## src/common/dppio_consts.svh

```systemverilog
`ifndef DPPIO_CONSTS_SVH
`define DPPIO_CONSTS_SVH

// register indices as printed; byte address is four times the index
`define DPPIO_IDX_B_LATCH     8'h01
`define DPPIO_IDX_D_LATCH     8'h03
`define DPPIO_IDX_B_DIR       8'h04
`define DPPIO_IDX_D_DIR       8'h05
`define DPPIO_IDX_ADC_SEL     8'h06
`define DPPIO_ADDR_W          12
`define DPPIO_PORT_W          8
`define DPPIO_SEL_W           5
`define DPPIO_DIR_RESET       8'h00
`define DPPIO_SEL_RESET       5'h1f
`define DPPIO_RESP_OKAY       2'b00
`define DPPIO_RESP_SLVERR     2'b10

`endif

```

## src/common/dppio_pkg.sv

```systemverilog
package dppio_pkg;
    // one 8-bit port at the pins
    typedef struct packed {
        logic [7:0] out;
        logic [7:0] oe_n;
    } dppio_pins_t;

    typedef enum logic [2:0] {
        DPPIO_REG_B_LATCH,
        DPPIO_REG_D_LATCH,
        DPPIO_REG_B_DIR,
        DPPIO_REG_D_DIR,
        DPPIO_REG_ADC_SEL,
        DPPIO_REG_NONE
    } dppio_reg_t;
endpackage

```

## src/hdl/dppio_port.sv

```systemverilog
`timescale 1ns/100ps
`include "dppio_consts.svh"

// one 8-bit port: latch, direction, synchronised pin sample, read mux
module dppio_port (
    input  wire logic                      aclk,
    input  wire logic                      aresetn,
    input  wire logic                      latch_we,
    input  wire logic                      dir_we,
    input  wire logic [7:0]                wdata,
    input  wire logic [7:0]                wstrb_mask,
    input  wire logic [7:0]                pin_in,
    input  wire logic [7:0]                adc_claim,
    output dppio_pkg::dppio_pins_t         pins,
    output logic      [7:0]                latch_q,
    output logic      [7:0]                dir_q,
    output logic      [7:0]                data_rd
);
    import dppio_pkg::*;

    logic [7:0] meta_ff;
    logic [7:0] sync_ff;
    logic [7:0] latch_ff;
    logic [7:0] dir_ff;
    logic [7:0] out_ff;
    logic [7:0] oe_n_ff;
    wire  [7:0] nxt_latch = (latch_ff & ~wstrb_mask) | (wdata & wstrb_mask);
    wire  [7:0] nxt_dir   = (dir_ff & ~wstrb_mask) | (wdata & wstrb_mask);

    // latch has no reset: it keeps its value through any reset
    always_ff @(posedge aclk) begin
        if (latch_we) begin
            latch_ff <= nxt_latch;
        end
    end

    always_ff @(posedge aclk) begin
        if (!aresetn) begin
            dir_ff <= `DPPIO_DIR_RESET;
        end else if (dir_we) begin
            dir_ff <= nxt_dir;
        end
    end

    always_ff @(posedge aclk) begin
        meta_ff <= pin_in;
        sync_ff <= meta_ff;
    end

    genvar i;
    generate
        for (i = 0; i < 8; i = i + 1) begin : g_pin
            // converter claim beats direction and latch
            wire drive = dir_ff[i] & ~adc_claim[i];
            always_ff @(posedge aclk) begin
                if (!aresetn) begin
                    oe_n_ff[i] <= 1'b1;
                    out_ff[i]  <= 1'b0;
                end else begin
                    oe_n_ff[i] <= ~drive;
                    out_ff[i]  <= latch_ff[i];
                end
            end
        end
    endgenerate

    assign pins.out  = out_ff;
    assign pins.oe_n = oe_n_ff;
    assign latch_q   = latch_ff;
    assign dir_q     = dir_ff;
    assign data_rd   = (dir_ff & latch_ff) | (~dir_ff & sync_ff);
endmodule

```

## src/hdl/dppio_top.sv

```systemverilog
`timescale 1ns/100ps
`include "dppio_consts.svh"

module dppio_top (
    input  wire logic                      aclk,
    input  wire logic                      aresetn,
    input  wire logic [`DPPIO_ADDR_W-1:0]  s_axi_awaddr,
    input  wire logic                      s_axi_awvalid,
    output logic                           s_axi_awready,
    input  wire logic [31:0]               s_axi_wdata,
    input  wire logic [3:0]                s_axi_wstrb,
    input  wire logic                      s_axi_wvalid,
    output logic                           s_axi_wready,
    output logic [1:0]                     s_axi_bresp,
    output logic                           s_axi_bvalid,
    input  wire logic                      s_axi_bready,
    input  wire logic [`DPPIO_ADDR_W-1:0]  s_axi_araddr,
    input  wire logic                      s_axi_arvalid,
    output logic                           s_axi_arready,
    output logic [31:0]                    s_axi_rdata,
    output logic [1:0]                     s_axi_rresp,
    output logic                           s_axi_rvalid,
    input  wire logic                      s_axi_rready,
    input  wire logic [7:0]                portb_pin_in,
    output dppio_pkg::dppio_pins_t         portb_pins,
    input  wire logic [7:0]                portd_pin_in,
    output dppio_pkg::dppio_pins_t         portd_pins,
    output logic [`DPPIO_SEL_W-1:0]        analog_channel_select
);
    import dppio_pkg::*;

    function automatic dppio_reg_t decode(input logic [`DPPIO_ADDR_W-1:0] a);
        dppio_reg_t r;
        r = DPPIO_REG_NONE;
        if (a[1:0] != 2'b00) begin
            r = DPPIO_REG_NONE;
        end else if (a[`DPPIO_ADDR_W-1:2] == 10'(`DPPIO_IDX_B_LATCH)) begin
            r = DPPIO_REG_B_LATCH;
        end else if (a[`DPPIO_ADDR_W-1:2] == 10'(`DPPIO_IDX_D_LATCH)) begin
            r = DPPIO_REG_D_LATCH;
        end else if (a[`DPPIO_ADDR_W-1:2] == 10'(`DPPIO_IDX_B_DIR)) begin
            r = DPPIO_REG_B_DIR;
        end else if (a[`DPPIO_ADDR_W-1:2] == 10'(`DPPIO_IDX_D_DIR)) begin
            r = DPPIO_REG_D_DIR;
        end else if (a[`DPPIO_ADDR_W-1:2] == 10'(`DPPIO_IDX_ADC_SEL)) begin
            r = DPPIO_REG_ADC_SEL;
        end
        return r;
    endfunction

    ////////////////////////////////////////////////////////////////////////
    // write channel: address and data latched separately, either order
    logic                      aw_held_ff;
    logic                      w_held_ff;
    logic                      awready_ff;
    logic                      wready_ff;
    logic [`DPPIO_ADDR_W-1:0]  awaddr_ff;
    logic [31:0]               wdata_ff;
    logic [3:0]                wstrb_ff;
    logic                      bvalid_ff;
    logic [1:0]                bresp_ff;
    logic [`DPPIO_SEL_W-1:0]   sel_ff;

    wire                       aw_take  = s_axi_awvalid & awready_ff;
    wire                       w_take   = s_axi_wvalid & wready_ff;
    wire                       wr_fire  = aw_held_ff & w_held_ff;
    wire                       b_done   = bvalid_ff & s_axi_bready;
    wire dppio_reg_t           wr_reg   = decode(awaddr_ff);
    wire                       wr_lane0 = wr_fire & wstrb_ff[0];
    wire [7:0]                 wr_mask  = 8'hff;

    // one strobe per register that software can change
    wire                       wr_b_latch = wr_lane0 && wr_reg == DPPIO_REG_B_LATCH;
    wire                       wr_d_latch = wr_lane0 && wr_reg == DPPIO_REG_D_LATCH;
    wire                       wr_b_dir   = wr_lane0 && wr_reg == DPPIO_REG_B_DIR;
    wire                       wr_d_dir   = wr_lane0 && wr_reg == DPPIO_REG_D_DIR;
    wire                       wr_sel     = wr_lane0 && wr_reg == DPPIO_REG_ADC_SEL;

    ////////////////////////////////////////////////////////////////////////
    // next state of the write handshake
    wire                       nxt_aw_held = ~wr_fire & (aw_take | aw_held_ff);
    wire                       nxt_w_held  = ~wr_fire & (w_take | w_held_ff);
    // set wins, though a take never meets a pending response
    wire                       nxt_bvalid  = wr_fire | (bvalid_ff & ~b_done);
    // readies registered so every bus output leaves a flip-flop
    wire                       nxt_awready = ~nxt_aw_held & ~nxt_bvalid;
    wire                       nxt_wready  = ~nxt_w_held & ~nxt_bvalid;
    wire [`DPPIO_ADDR_W-1:0]   nxt_awaddr  = aw_take ? s_axi_awaddr : awaddr_ff;
    wire [31:0]                nxt_wdata   = w_take ? s_axi_wdata : wdata_ff;
    wire [3:0]                 nxt_wstrb   = w_take ? s_axi_wstrb : wstrb_ff;
    wire [1:0]                 wr_resp     = (wr_reg == DPPIO_REG_NONE) ? `DPPIO_RESP_SLVERR
                                                                      : `DPPIO_RESP_OKAY;
    wire [1:0]                 nxt_bresp   = wr_fire ? wr_resp : bresp_ff;
    // all-ones parks the converter off every port B pin
    wire [`DPPIO_SEL_W-1:0]    nxt_sel     = wr_sel ? wdata_ff[`DPPIO_SEL_W-1:0] : sel_ff;

    always_ff @(posedge aclk) begin
        if (!aresetn) begin
            aw_held_ff <= 1'b0;
            w_held_ff  <= 1'b0;
            bvalid_ff  <= 1'b0;
            awready_ff <= 1'b1;
            wready_ff  <= 1'b1;
        end else begin
            aw_held_ff <= nxt_aw_held;
            w_held_ff  <= nxt_w_held;
            bvalid_ff  <= nxt_bvalid;
            awready_ff <= nxt_awready;
            wready_ff  <= nxt_wready;
        end
    end

    always_ff @(posedge aclk) begin
        if (!aresetn) begin
            awaddr_ff <= '0;
            wdata_ff  <= '0;
            wstrb_ff  <= '0;
            bresp_ff  <= `DPPIO_RESP_OKAY;
        end else begin
            awaddr_ff <= nxt_awaddr;
            wdata_ff  <= nxt_wdata;
            wstrb_ff  <= nxt_wstrb;
            bresp_ff  <= nxt_bresp;
        end
    end

    assign s_axi_awready = awready_ff;
    assign s_axi_wready  = wready_ff;
    assign s_axi_bvalid  = bvalid_ff;
    assign s_axi_bresp   = bresp_ff;

    always_ff @(posedge aclk) begin
        if (!aresetn) begin
            sel_ff <= `DPPIO_SEL_RESET;
        end else begin
            sel_ff <= nxt_sel;
        end
    end
    assign analog_channel_select = sel_ff;

    ////////////////////////////////////////////////////////////////////////
    // ports
    wire [7:0] adc_claim_b;
    genvar k;
    generate
        for (k = 0; k < 8; k = k + 1) begin : g_claim
            assign adc_claim_b[k] = (sel_ff == 5'(k));
        end
    endgenerate

    logic [7:0] b_rd;
    logic [7:0] d_rd;
    logic [7:0] b_dir;
    logic [7:0] d_dir;

    dppio_port u_portb (
        .aclk       (aclk),
        .aresetn    (aresetn),
        .latch_we   (wr_b_latch),
        .dir_we     (wr_b_dir),
        .wdata      (wdata_ff[7:0]),
        .wstrb_mask (wr_mask),
        .pin_in     (portb_pin_in),
        .adc_claim  (adc_claim_b),
        .pins       (portb_pins),
        .latch_q    (),
        .dir_q      (b_dir),
        .data_rd    (b_rd)
    );

    dppio_port u_portd (
        .aclk       (aclk),
        .aresetn    (aresetn),
        .latch_we   (wr_d_latch),
        .dir_we     (wr_d_dir),
        .wdata      (wdata_ff[7:0]),
        .wstrb_mask (wr_mask),
        .pin_in     (portd_pin_in),
        .adc_claim  (8'h00),
        .pins       (portd_pins),
        .latch_q    (),
        .dir_q      (d_dir),
        .data_rd    (d_rd)
    );

    ////////////////////////////////////////////////////////////////////////
    // read channel: one cycle from address to data
    logic                      arready_ff;
    logic                      rvalid_ff;
    logic [31:0]               rdata_ff;
    logic [1:0]                rresp_ff;
    wire                       ar_take = s_axi_arvalid & arready_ff;
    wire                       r_done  = rvalid_ff & s_axi_rready;
    wire dppio_reg_t           rd_reg  = decode(s_axi_araddr);
    wire [7:0]                 rd_byte =
        (rd_reg == DPPIO_REG_B_LATCH) ? b_rd :
        (rd_reg == DPPIO_REG_D_LATCH) ? d_rd :
        (rd_reg == DPPIO_REG_B_DIR)   ? b_dir :
        (rd_reg == DPPIO_REG_D_DIR)   ? d_dir :
        (rd_reg == DPPIO_REG_ADC_SEL) ? {3'h0, sel_ff} : 8'h00;
    wire [1:0]                 rd_resp = (rd_reg == DPPIO_REG_NONE) ? `DPPIO_RESP_SLVERR
                                                                    : `DPPIO_RESP_OKAY;
    wire                       nxt_rvalid  = ar_take | (rvalid_ff & ~r_done);
    wire                       nxt_arready = ~nxt_rvalid;
    wire [31:0]                nxt_rdata   = ar_take ? {24'h000000, rd_byte} : rdata_ff;
    wire [1:0]                 nxt_rresp   = ar_take ? rd_resp : rresp_ff;

    always_ff @(posedge aclk) begin
        if (!aresetn) begin
            arready_ff <= 1'b1;
            rvalid_ff  <= 1'b0;
            rdata_ff   <= '0;
            rresp_ff   <= `DPPIO_RESP_OKAY;
        end else begin
            arready_ff <= nxt_arready;
            rvalid_ff  <= nxt_rvalid;
            rdata_ff   <= nxt_rdata;
            rresp_ff   <= nxt_rresp;
        end
    end

    assign s_axi_arready = arready_ff;
    assign s_axi_rvalid  = rvalid_ff;
    assign s_axi_rdata   = rdata_ff;
    assign s_axi_rresp   = rresp_ff;
endmodule

```

## config.mk

```make
export PLATFORM = sky130hd
export DESIGN_NAME = dppio_top
export DESIGN_NICKNAME = d
export VERILOG_FILES = /design/src/common/dppio_pkg.sv /design/src/hdl/dppio_port.sv /design/src/hdl/dppio_top.sv
export VERILOG_INCLUDE_DIRS = /design/src /design/src/common
export SDC_FILE = /design/constraint.sdc
export NUM_CORES = 1
export LEC_CHECK = 0
export ABC_AREA = 1
export BUFFER_PORTS_ARGS = -buffer_cell sky130_fd_sc_hd__buf_2
export CORE_AREA = 2 2 125 115
export CTS_CLUSTER_DIAMETER = 50
export DETAILED_ROUTE_END_ITERATION = 6
export DIE_AREA = 0 0 127 117
export PLACE_DENSITY = 0.66
export SKIP_CTS_REPAIR_TIMING = 1
export SYNTH_ARGS = -nofsm -noshare
export SYNTH_HDL_FRONTEND = slang
export SYNTH_SLANG_ARGS = --single-unit
```

## constraint.sdc

```tcl
create_clock -name aclk -period 3.9 [get_ports aclk]
set_clock_uncertainty 0.15 [all_clocks]
set_input_delay 1.17 -clock aclk [delete_from_list [all_inputs] [get_ports aclk]]
set_output_delay 1.17 -clock aclk [all_outputs]
set_load 0.005 [all_outputs]
```

==> flow_summary.yaml, run 1 <==
global_routing:
  track_usage: 0.1658
  antenna_found_initial: 0
  grt_max_degree: 43
  grt_pass1_vias: 3710
  grt_overflow: 0
  grt_pass1_wl_um: 18420
routing:
  routed_wl_um: 11930
  initialDrtViolationCount: 254
  vias: 4078
  avgViaCountPerCell: 4.587
  drt_pass1_iterations: 5
  route.detailed.drc: 0
  wl_per_cell_um: 13.42
  ant_nets: 0
clock_tree:
  clk_pin_slew_ns: 0.06
  root_buffer: "clkbuf_16"
  insertion_delay_ns: 0.42
  clock_sinks: 139
  cts.path.max_buffers: 2
  cts_made_buffers: 17
  htreeDepth: 4
  cts_tree: "yes"
critical_path:
  crit_path_start: "awaddr_ff[0]"
  crit_path_start_kind: "flip-flop"
  cp-end-kind: "flip-flop"
  slowest_delay_ns: 0.80
  cp.arrival_ns: 2.34
  cpMostUsedCell: "nor2_2"
  critPathKind: "reg2reg"
  rr_startpoint: "awaddr_ff[0]"
  path_max_fanout: 8
  crit_chain: "nor2_2 > inv_2 > nor2_2 > nand3_2 > o21ai_0 > inv_1 > nor3_2"
  reg2reg_depth: 7
  cp.required_ns: 3.79
  rrSetupSlack_ns: 1.45
  r2r-end: "u_portd.latch_q[3]"
  slowest_stage: "nor3_2"
synthesis:
  netlist.area_leader.share: 0.4662
  synth_edf_count: 16
  ys_ff_latch: 139
  yosysTopAreaCell: "dfxtp_1"
  yosysMostFrequentCell: "dfxtp_1"
  synth.area.top_cells: "dfxtp_1, edfxtp_1, nand2_1"
  yosysWarnings: 0
  yosysUniqueCellTypes: 35
  syn_area_um2: 5281
  async_flop_share: 0
  synth_common_cells: "dfxtp_1, nand2_1, nor2_1"
  ys.flop_type: "dfxtp_1"
  synth_cells: 592
  synth_area_per_cell_um2: 8.921
  yosysSeqAreaShare: 0.5572
final_layout:
  drive_gt1_frac: 0.2734
  nets: 787
  syn_to_final_growth_pct: 22.17
  fin_cells: 889
  n_antenna_cell: 0
worst_hold_path:
  holdPathEnd: "u_portd.sync_ff[6]"
  hold_depth: 0
  worstHoldStart: "u_portd.meta_ff[6]"
  hold_path_class: "reg2reg"
floorplan:
  core_area_um2: 13650
  core.rowCount: 41
  die_area_um2: 14860
  start_util: 0.3870
  die_w_um: 127
  die_h_um: 117
  io-pin-count: 161
power_and_ir_drop:
  comb_power_share: 0.056
  p_total_w: 0.003263
  net-switching-power_w: 0.0007618
  internal_power_w: 0.002502
  power_frac_seq: 0.472
  clkPwrFrac: 0.472
  p_per_area_nw_per_um2: 505.8
  vdd_drop_max_mv: 0.3147
  leakage_nw: 2.949
  swShare: 0.2334
sta:
  period_needed_ns: 2.450
  period_share: 0.6282
  setup_ws_ns: 1.450
  rsz0062_at_grt: "no"
  max-slew-margin-rel: 0.3794
  fin_tns_setup_ns: 0
  finalHoldViolations: 0
  fmax_mhz: 408.1
  tightest_slew_ns: 0.9259
  setup_viol: 0
  whs_ns: 0.1753
  finalMaxSlewViolations: 0
status:
  status: "completed"
placement:
  dp.cells: 857
  io_buffer_count: 107
  place_congestion: 0.8088
  hpwl_um: 8647
  pre_cts_ws_ns: 1.120
run:
  max_cap_viol_count: 0
==> sequential cells by signal, indices dropped and copies added, names as in the netlist <==
register,cells
wstrb_ff,1
s_axi_rdata,8
w_held_ff,1
wdata_ff,8
s_axi_bvalid,1
awaddr_ff,12
s_axi_bresp,1
u_portd.sync_ff,8
u_portd.latch_q,8
analog_channel_select,5
u_portd.meta_ff,8
u_portb.dir_q,8
u_portd.pins,16
s_axi_arready,1
u_portb.pins,16
u_portb.sync_ff,8
u_portb.meta_ff,8
s_axi_rresp,1
u_portd.dir_q,8
s_axi_wready,1
u_portb.latch_q,8
s_axi_rvalid,1
aw_held_ff,1
s_axi_awready,1
==> cells by family after synthesis <==
logic type             count (synthesis)  share of synthesized area
and+or+nand+nor                      260                     0.2289
AOI/OAI and AO/OA                     81                     0.1059
DFF                                  139                     0.5572
other                                  1                  0.0007101
muxes                                  5                   0.009477
buffers and inverters                106                    0.09784
==> power groups by stage <==
stage          combinational (W)  clock, W  sequential, W
6_report                0.000181   0.00154        0.00154
3_5_place_dp            0.000182         0        0.00157
4_1_cts                 0.000183   0.00158        0.00154
5_1_grt                 0.000208   0.00165        0.00155
2_1_floorplan           0.000131         0        0.00156
3_3_place_gp            0.000180         0        0.00157
==> how the worst max path moves through the flow <==
stage	end	slack, ns	cells past startpoint
global route	u_portd.latch_q[0]	1.33	7
detailed placement	s_axi_rdata[7]	1.12	11
finish	u_portd.latch_q[3]	1.45	7
global placement	s_axi_rdata[7]	1.11	11
CTS	u_portd.latch_q[0]	1.44	7
floorplan	s_axi_rdata[0]	1.50	13
==> cells in the final DEF (no fill, tap or decap), types with 3 or more instances in the layout <==
cell,n
inv_2,8
a211oi_2,14
nand2_1,105
nor3_1,7
conb_1,26
nor2_4,3
a21oi_1,17
buf_2,107
inv_1,55
edfxtp_1,16
nor2_2,7
nor2_1,86
inv_6,3
o21ai_0,33
mux2i_1,5
nand3_1,22
inv_4,6
a21oi_2,6
nand4_1,14
nand2_4,5
clkbuf_16,17
nand2_2,3
clkbuf_8,3
dfxtp_1,123
a31oi_1,3
o211ai_1,6
==> worst max-delay path, delay by kind of cell, from the launching register on <==
family	cells	cell delay, ns
simple gates	4	1.22
compound gates	1	0.13
buf+inv	2	0.25
flops	1	0.31
==> layer usage <==
metal / part of all wire / up-vias / routed length [µm] / global-route usage
met5: 0 / - / 0 / 0
met2: 0.43 / 161 / 5166 / 0.2448
met4: 0.015 / 0 / 173 / 0.06593
met3: 0.090 / 17 / 1075 / 0.06500
met1: 0.46 / 1810 / 5516 / 0.2197
li1: - / 2090 / - / -
==> cell type report <==
class | count | area, µm²
fillers | 1339 | 7193
flip-flops and latches | 139 | 2943
multi-input cells | 372 | 1921
repair buffers | 109 | 550.5
clock buffers | 20 | 466.7
inverters | 65 | 249.0
well taps | 172 | 215.2
clock inverters | 12 | 107.6
==> through the flow <==
stage	area, µm²	utilization
after floorplan	5375	-
after global routing	6452	0.4729
after CTS	6452	0.4729
after global placement	5878	0.4308
final	6452	0.4729
after detailed placement	5878	0.4308
(Power assumes the default switching activity.)
==> run 2, diff against run 1 <==
==> constraint.sdc (replaced) <==
create_clock -name aclk -period 2.5 [get_ports aclk]
set_clock_uncertainty 0.15 [all_clocks]
set_input_delay 0.75 -clock aclk [delete_from_list [all_inputs] [get_ports aclk]]
set_output_delay 0.75 -clock aclk [all_outputs]
set_load 0.005 [all_outputs]
==> flow_summary.yaml, run 2 (synthesized netlist as in run 1, its figures left out) <==
power_and_ir_drop:
  swShare: 0.2426
  leakage_nw: 2.977
  internal_power_w: 0.003778
  net-switching-power_w: 0.001210
  p_per_area_nw_per_um2: 768.2
  clkPwrFrac: 0.460
  power_frac_seq: 0.482
  vdd_drop_max_mv: 0.5357
  p_total_w: 0.004988
  comb_power_share: 0.059
floorplan:
  io-pin-count: 161
  die_h_um: 117
  core_area_um2: 13650
  die_w_um: 127
  core.rowCount: 41
  start_util: 0.3870
  die_area_um2: 14860
critical_path:
  cp.arrival_ns: 2.05
  reg2reg_depth: 8
  crit_chain: "nor2_1 > nand2_1 > inv_2 > nand3_1 > o21ai_0 > inv_1 > nor3_1 > buf_4"
  critPathKind: "reg2reg"
  slowest_delay_ns: 0.31
  cp-end-kind: "flip-flop"
  crit_path_start_kind: "flip-flop"
  path_max_fanout: 8
  slowest_stage: "dfxtp_1"
  cp.required_ns: 2.47
placement:
  place_congestion: 0.7984
  io_buffer_count: 107
  hpwl_um: 8821
  pre_cts_ws_ns: 0.1790
  placed_area_um2: 5953
  dp.cells: 866
global_routing:
  antenna_found_initial: 0
  grt_max_degree: 65
  track_usage: 0.1719
  grt_pass1_vias: 3849
  grt_pass1_wl_um: 19370
  grt_overflow: 0
worst_hold_path:
  hold_path_class: "reg2reg"
  hold_depth: 0
routing:
  avgViaCountPerCell: 4.598
  initialDrtViolationCount: 296
  routed_wl_um: 12060
  wl_per_cell_um: 13.45
  vias: 4124
  drt_pass1_iterations: 5
  route.detailed.drc: 0
  ant_nets: 0
final_layout:
  layout_common_cells: "dfxtp_1, buf_2, nand2_1"
  n_antenna_cell: 0
  drive_gt1_frac: 0.2800
  stdcell_area_um2: 6492
  syn_to_final_growth_pct: 22.93
  nets: 796
  mostFrequentLayoutCell: "dfxtp_1"
  fin_cells: 897
clock_tree:
  insertion_delay_ns: 0.42
  clk_pin_slew_ns: 0.06
  cts_tree: "yes"
  root_buffer: "clkbuf_16"
  cts.path.max_buffers: 2
  cts_made_buffers: 17
  htreeDepth: 4
  clock_sinks: 139
sta:
  rsz0062_at_grt: "no"
  period_needed_ns: 2.080
  finalMaxSlewViolations: 0
  period_share: 0.8321
  setup_ws_ns: 0.4198
  finalHoldViolations: 0
  setup_viol: 0
  fin_tns_setup_ns: 0
  fmax_mhz: 480.7
run:
  max_cap_viol_count: 0
status:
  status: "completed"
-- run 2: cell types whose count changed in the layout (fill, tap and decap cells not counted), sizes merged --
cell / previous run / this run
clkbuf: 20 / 19
clkinvlp: 0 / 1
inv: 72 / 71
bufinv: 1 / 0
clkinv: 4 / 5
buf: 109 / 118
-- run 2: area by class of cell --
class	count	area [µm²]
multi-input cells	372	1916
clock buffers	19	452.9
flip-flops and latches	139	2943
fillers	1361	7153
repair buffers	118	630.6
well taps	172	215.2
clock inverters	12	86.33
inverters	65	249.0
-- run 2: stage by stage --
step | utilization | hold WS (ns)
2_1_floorplan | - | 0.1596
3_3_place_gp | 0.4363 | 0.1615
3_5_place_dp | 0.4363 | 0.1621
4_1_cts | 0.4758 | 0.1742
5_1_grt | 0.4758 | 0.1772
6_report | 0.4758 | 0.1710
-- run 2: path summary, 6_finish.rpt --
| check | start | endpoint | slack, ns |
|---|---|---|---|
| setup / recovery | awaddr_ff[8] | u_portd.latch_q[6] | 0.42 |
| hold reg to reg | u_portd.meta_ff[6] | u_portd.sync_ff[6] | 0.17 |
| hold / removal | u_portd.meta_ff[6] | u_portd.sync_ff[6] | 0.17 |
| setup reg to reg | awaddr_ff[8] | u_portd.latch_q[6] | 0.42 |
-- run 2: critical path, delay by kind of cell, from the launching register on --
| family | cells | cell delay [ns] |
|---|---|---|
| AO/OA/AOI/OAI | 1 | 0.27 |
| buffers and inverters | 3 | 0.53 |
| flip-flops | 1 | 0.31 |
| AND/OR/NAND/NOR | 4 | 0.53 |
-- run 2: power by group through the flow --
stage	Sequential (W)	Clock, W	Combinational [W]
after global routing	0.00241	0.00245	0.000339
final	0.00240	0.00229	0.000293
after detailed placement	0.00245	0	0.000294
after floorplan	0.00243	0	0.000205
after global placement	0.00245	0	0.000290
after CTS	0.00240	0.00235	0.000296
-- run 2: routing by layer --
| metal | routed length (µm) | track usage | up-vias |
|---|---|---|---|
| met5 | 0 | 0 | - |
| met4 | 191 | 0.07179 | 0 |
| met3 | 994 | 0.06682 | 16 |
| met2 | 5306 | 0.2616 | 145 |
| met1 | 5571 | 0.2205 | 1847 |
| li1 | - | - | 2116 |
==> run 3, diff against run 2 <==
--- a/config.mk
+++ b/config.mk
@@ -12,7 +12,7 @@
 export CTS_CLUSTER_DIAMETER = 50
 export DETAILED_ROUTE_END_ITERATION = 6
 export DIE_AREA = 0 0 127 117
-export PLACE_DENSITY = 0.66
+export PLACE_DENSITY = 0.69
 export SKIP_CTS_REPAIR_TIMING = 1
 export SYNTH_ARGS = -nofsm -noshare
 export SYNTH_HDL_FRONTEND = slang
==> constraint.sdc (replaced) <==
create_clock -name aclk -period 1.75 [get_ports aclk]
set_clock_uncertainty 0.15 [all_clocks]
set_input_delay 0.525 -clock aclk [delete_from_list [all_inputs] [get_ports aclk]]
set_output_delay 0.525 -clock aclk [all_outputs]
set_load 0.005 [all_outputs]
==> flow_summary.yaml, run 3 (synthesized netlist as in run 1, its figures left out) <==
status:
  status: "complete, but fails checks"
  violations: "negative setup slack"
global_routing:
  track_usage: 0.1667
  antenna_found_initial: 0
  grt_pass1_vias: 3929
  grt_pass1_wl_um: 19060
  grt_overflow: 0
  grt_max_degree: 30
clock_tree:
  htreeDepth: 4
  cts_made_buffers: 17
  insertion_delay_ns: 0.41
  clk_pin_slew_ns: 0.06
  root_buffer: "clkbuf_16"
  cts.path.max_buffers: 2
  clock_sinks: 139
  cts_tree: "yes"
sta:
  rsz0062_at_grt: "yes"
  finalHoldViolations: 0
  setup_viol: 21
  finalMaxSlewViolations: 0
  fmax_mhz: 551.9
  setup_ws_ns: -0.06201
  whs_ns: 0.06294
  period_needed_ns: 1.812
  period_share: 1.035
  fin_tns_setup_ns: -0.6614
placement:
  placed_area_um2: 6193
  hpwl_um: 8820
  dp.cells: 889
  place_congestion: 0.8985
  io_buffer_count: 107
final_layout:
  stdcell_area_um2: 7038
  syn_to_final_growth_pct: 33.26
  mostFrequentLayoutCell: "dfxtp_1"
  nets: 824
  drive_gt1_frac: 0.3493
  n_antenna_cell: 0
  layout_common_cells: "dfxtp_1, buf_2, nand2_1"
  fill_cells: 1269
  fin_cells: 925
floorplan:
  die_w_um: 127
  start_util: 0.3870
  io-pin-count: 161
  core.rowCount: 41
  core_area_um2: 13650
  die_h_um: 117
  die_area_um2: 14860
worst_hold_path:
  hold_path_class: "in2reg"
routing:
  route.detailed.drc: 0
  initialDrtViolationCount: 236
  routed_wl_um: 12310
  drt_pass1_iterations: 5
  vias: 4233
  ant_nets: 0
  avgViaCountPerCell: 4.576
  wl_per_cell_um: 13.31
power_and_ir_drop:
  leakage_nw: 3.167
  p_per_area_nw_per_um2: 1064
  vdd_drop_max_mv: 0.6356
critical_path:
  critPathKind: "reg2reg"
  path_max_fanout: 8
  slowest_stage: "dfxtp_2"
  crit_path_start_kind: "flip-flop"
  cpMostUsedCell: "nand2_4"
  cp-end-kind: "flip-flop"
  rrSetupSlack_ns: -0.06
  crit_chain: "nor3_2 > nand3_4 > o21ai_4 > nand2_4 > clkinv_4 > nand2_4 > nor2_4 > buf_12"
  slowest_delay_ns: 0.33
  cp.arrival_ns: 1.79
  cp.required_ns: 1.72
run:
  max_cap_viol_count: 0
run 3: cell types whose count changed in the layout (fill, tap and decap cells not counted), moves of 3 or more:
cell | before | now
nand3_4 | 1 | 4
inv_6 | 4 | 1
buf_6 | 0 | 4
dfxtp_1 | 123 | 117
nor2_2 | 7 | 16
buf_4 | 10 | 27
nand2_8 | 1 | 5
buf_12 | 1 | 6
dfxtp_2 | 0 | 6
nand2_1 | 105 | 102
nor2_1 | 86 | 72
nor2_4 | 3 | 8
nor3_1 | 8 | 5
run 3: worst paths after layout:
check,startpoint,end,cells past startpoint
setup / recovery,awaddr_ff[4],u_portb.latch_q[4],8
hold / removal,portd_pin_in[5],u_portd.meta_ff[5],1
setup reg to reg,awaddr_ff[4],u_portb.latch_q[4],8
hold reg to reg,u_portb.meta_ff[1],u_portb.sync_ff[1],0
run 3: per-layer routing:
metal	vias up	wire, µm	global-route usage
met5	-	0	0
met4	0	196	0.05788
met3	14	802	0.05318
met2	154	5805	0.2720
met1	1898	5505	0.2113
li1	2167	-	-
run 3: through the flow:
step	utilization	power [W]	worst slack, ns
after global routing	0.5158	0.007772	-0.1318
final	0.5158	0.007489	-0.06201
after global placement	0.4539	0.003960	-0.2583
after CTS	0.4978	0.007515	-0.1297
after detailed placement	0.4539	0.003968	-0.2736
after floorplan	-	0.003772	-0.02355
run 3: worst max-delay path: cells and delay by family (launching register included):
kind	cells	cell delay, ns
simple gates	5	0.66
flops	1	0.33
buf+inv	2	0.20
compound gates	1	0.18
run 3: cell type report:
type	count	area, µm²	share of cell area
Clock inverter	8	78.83	0.01120
Tap cell	172	215.2	0.03058
Timing Repair Buffer	144	903.4	0.1284
Inverter	65	249.0	0.03538
Clock buffer	23	520.5	0.07396
Sequential cell	139	2950	0.4192
Multi-Input combinational cell	374	2121	0.3013
run 3: power by group:
| part | internal, W | switching (W) | leakage, nW |
|---|---|---|---|
| Sequential | 0.00335 | 0.0000951 | 1.16 |
| Combinational | 0.000211 | 0.000299 | 1.71 |
| Clock | 0.00224 | 0.00130 | 0.301 |
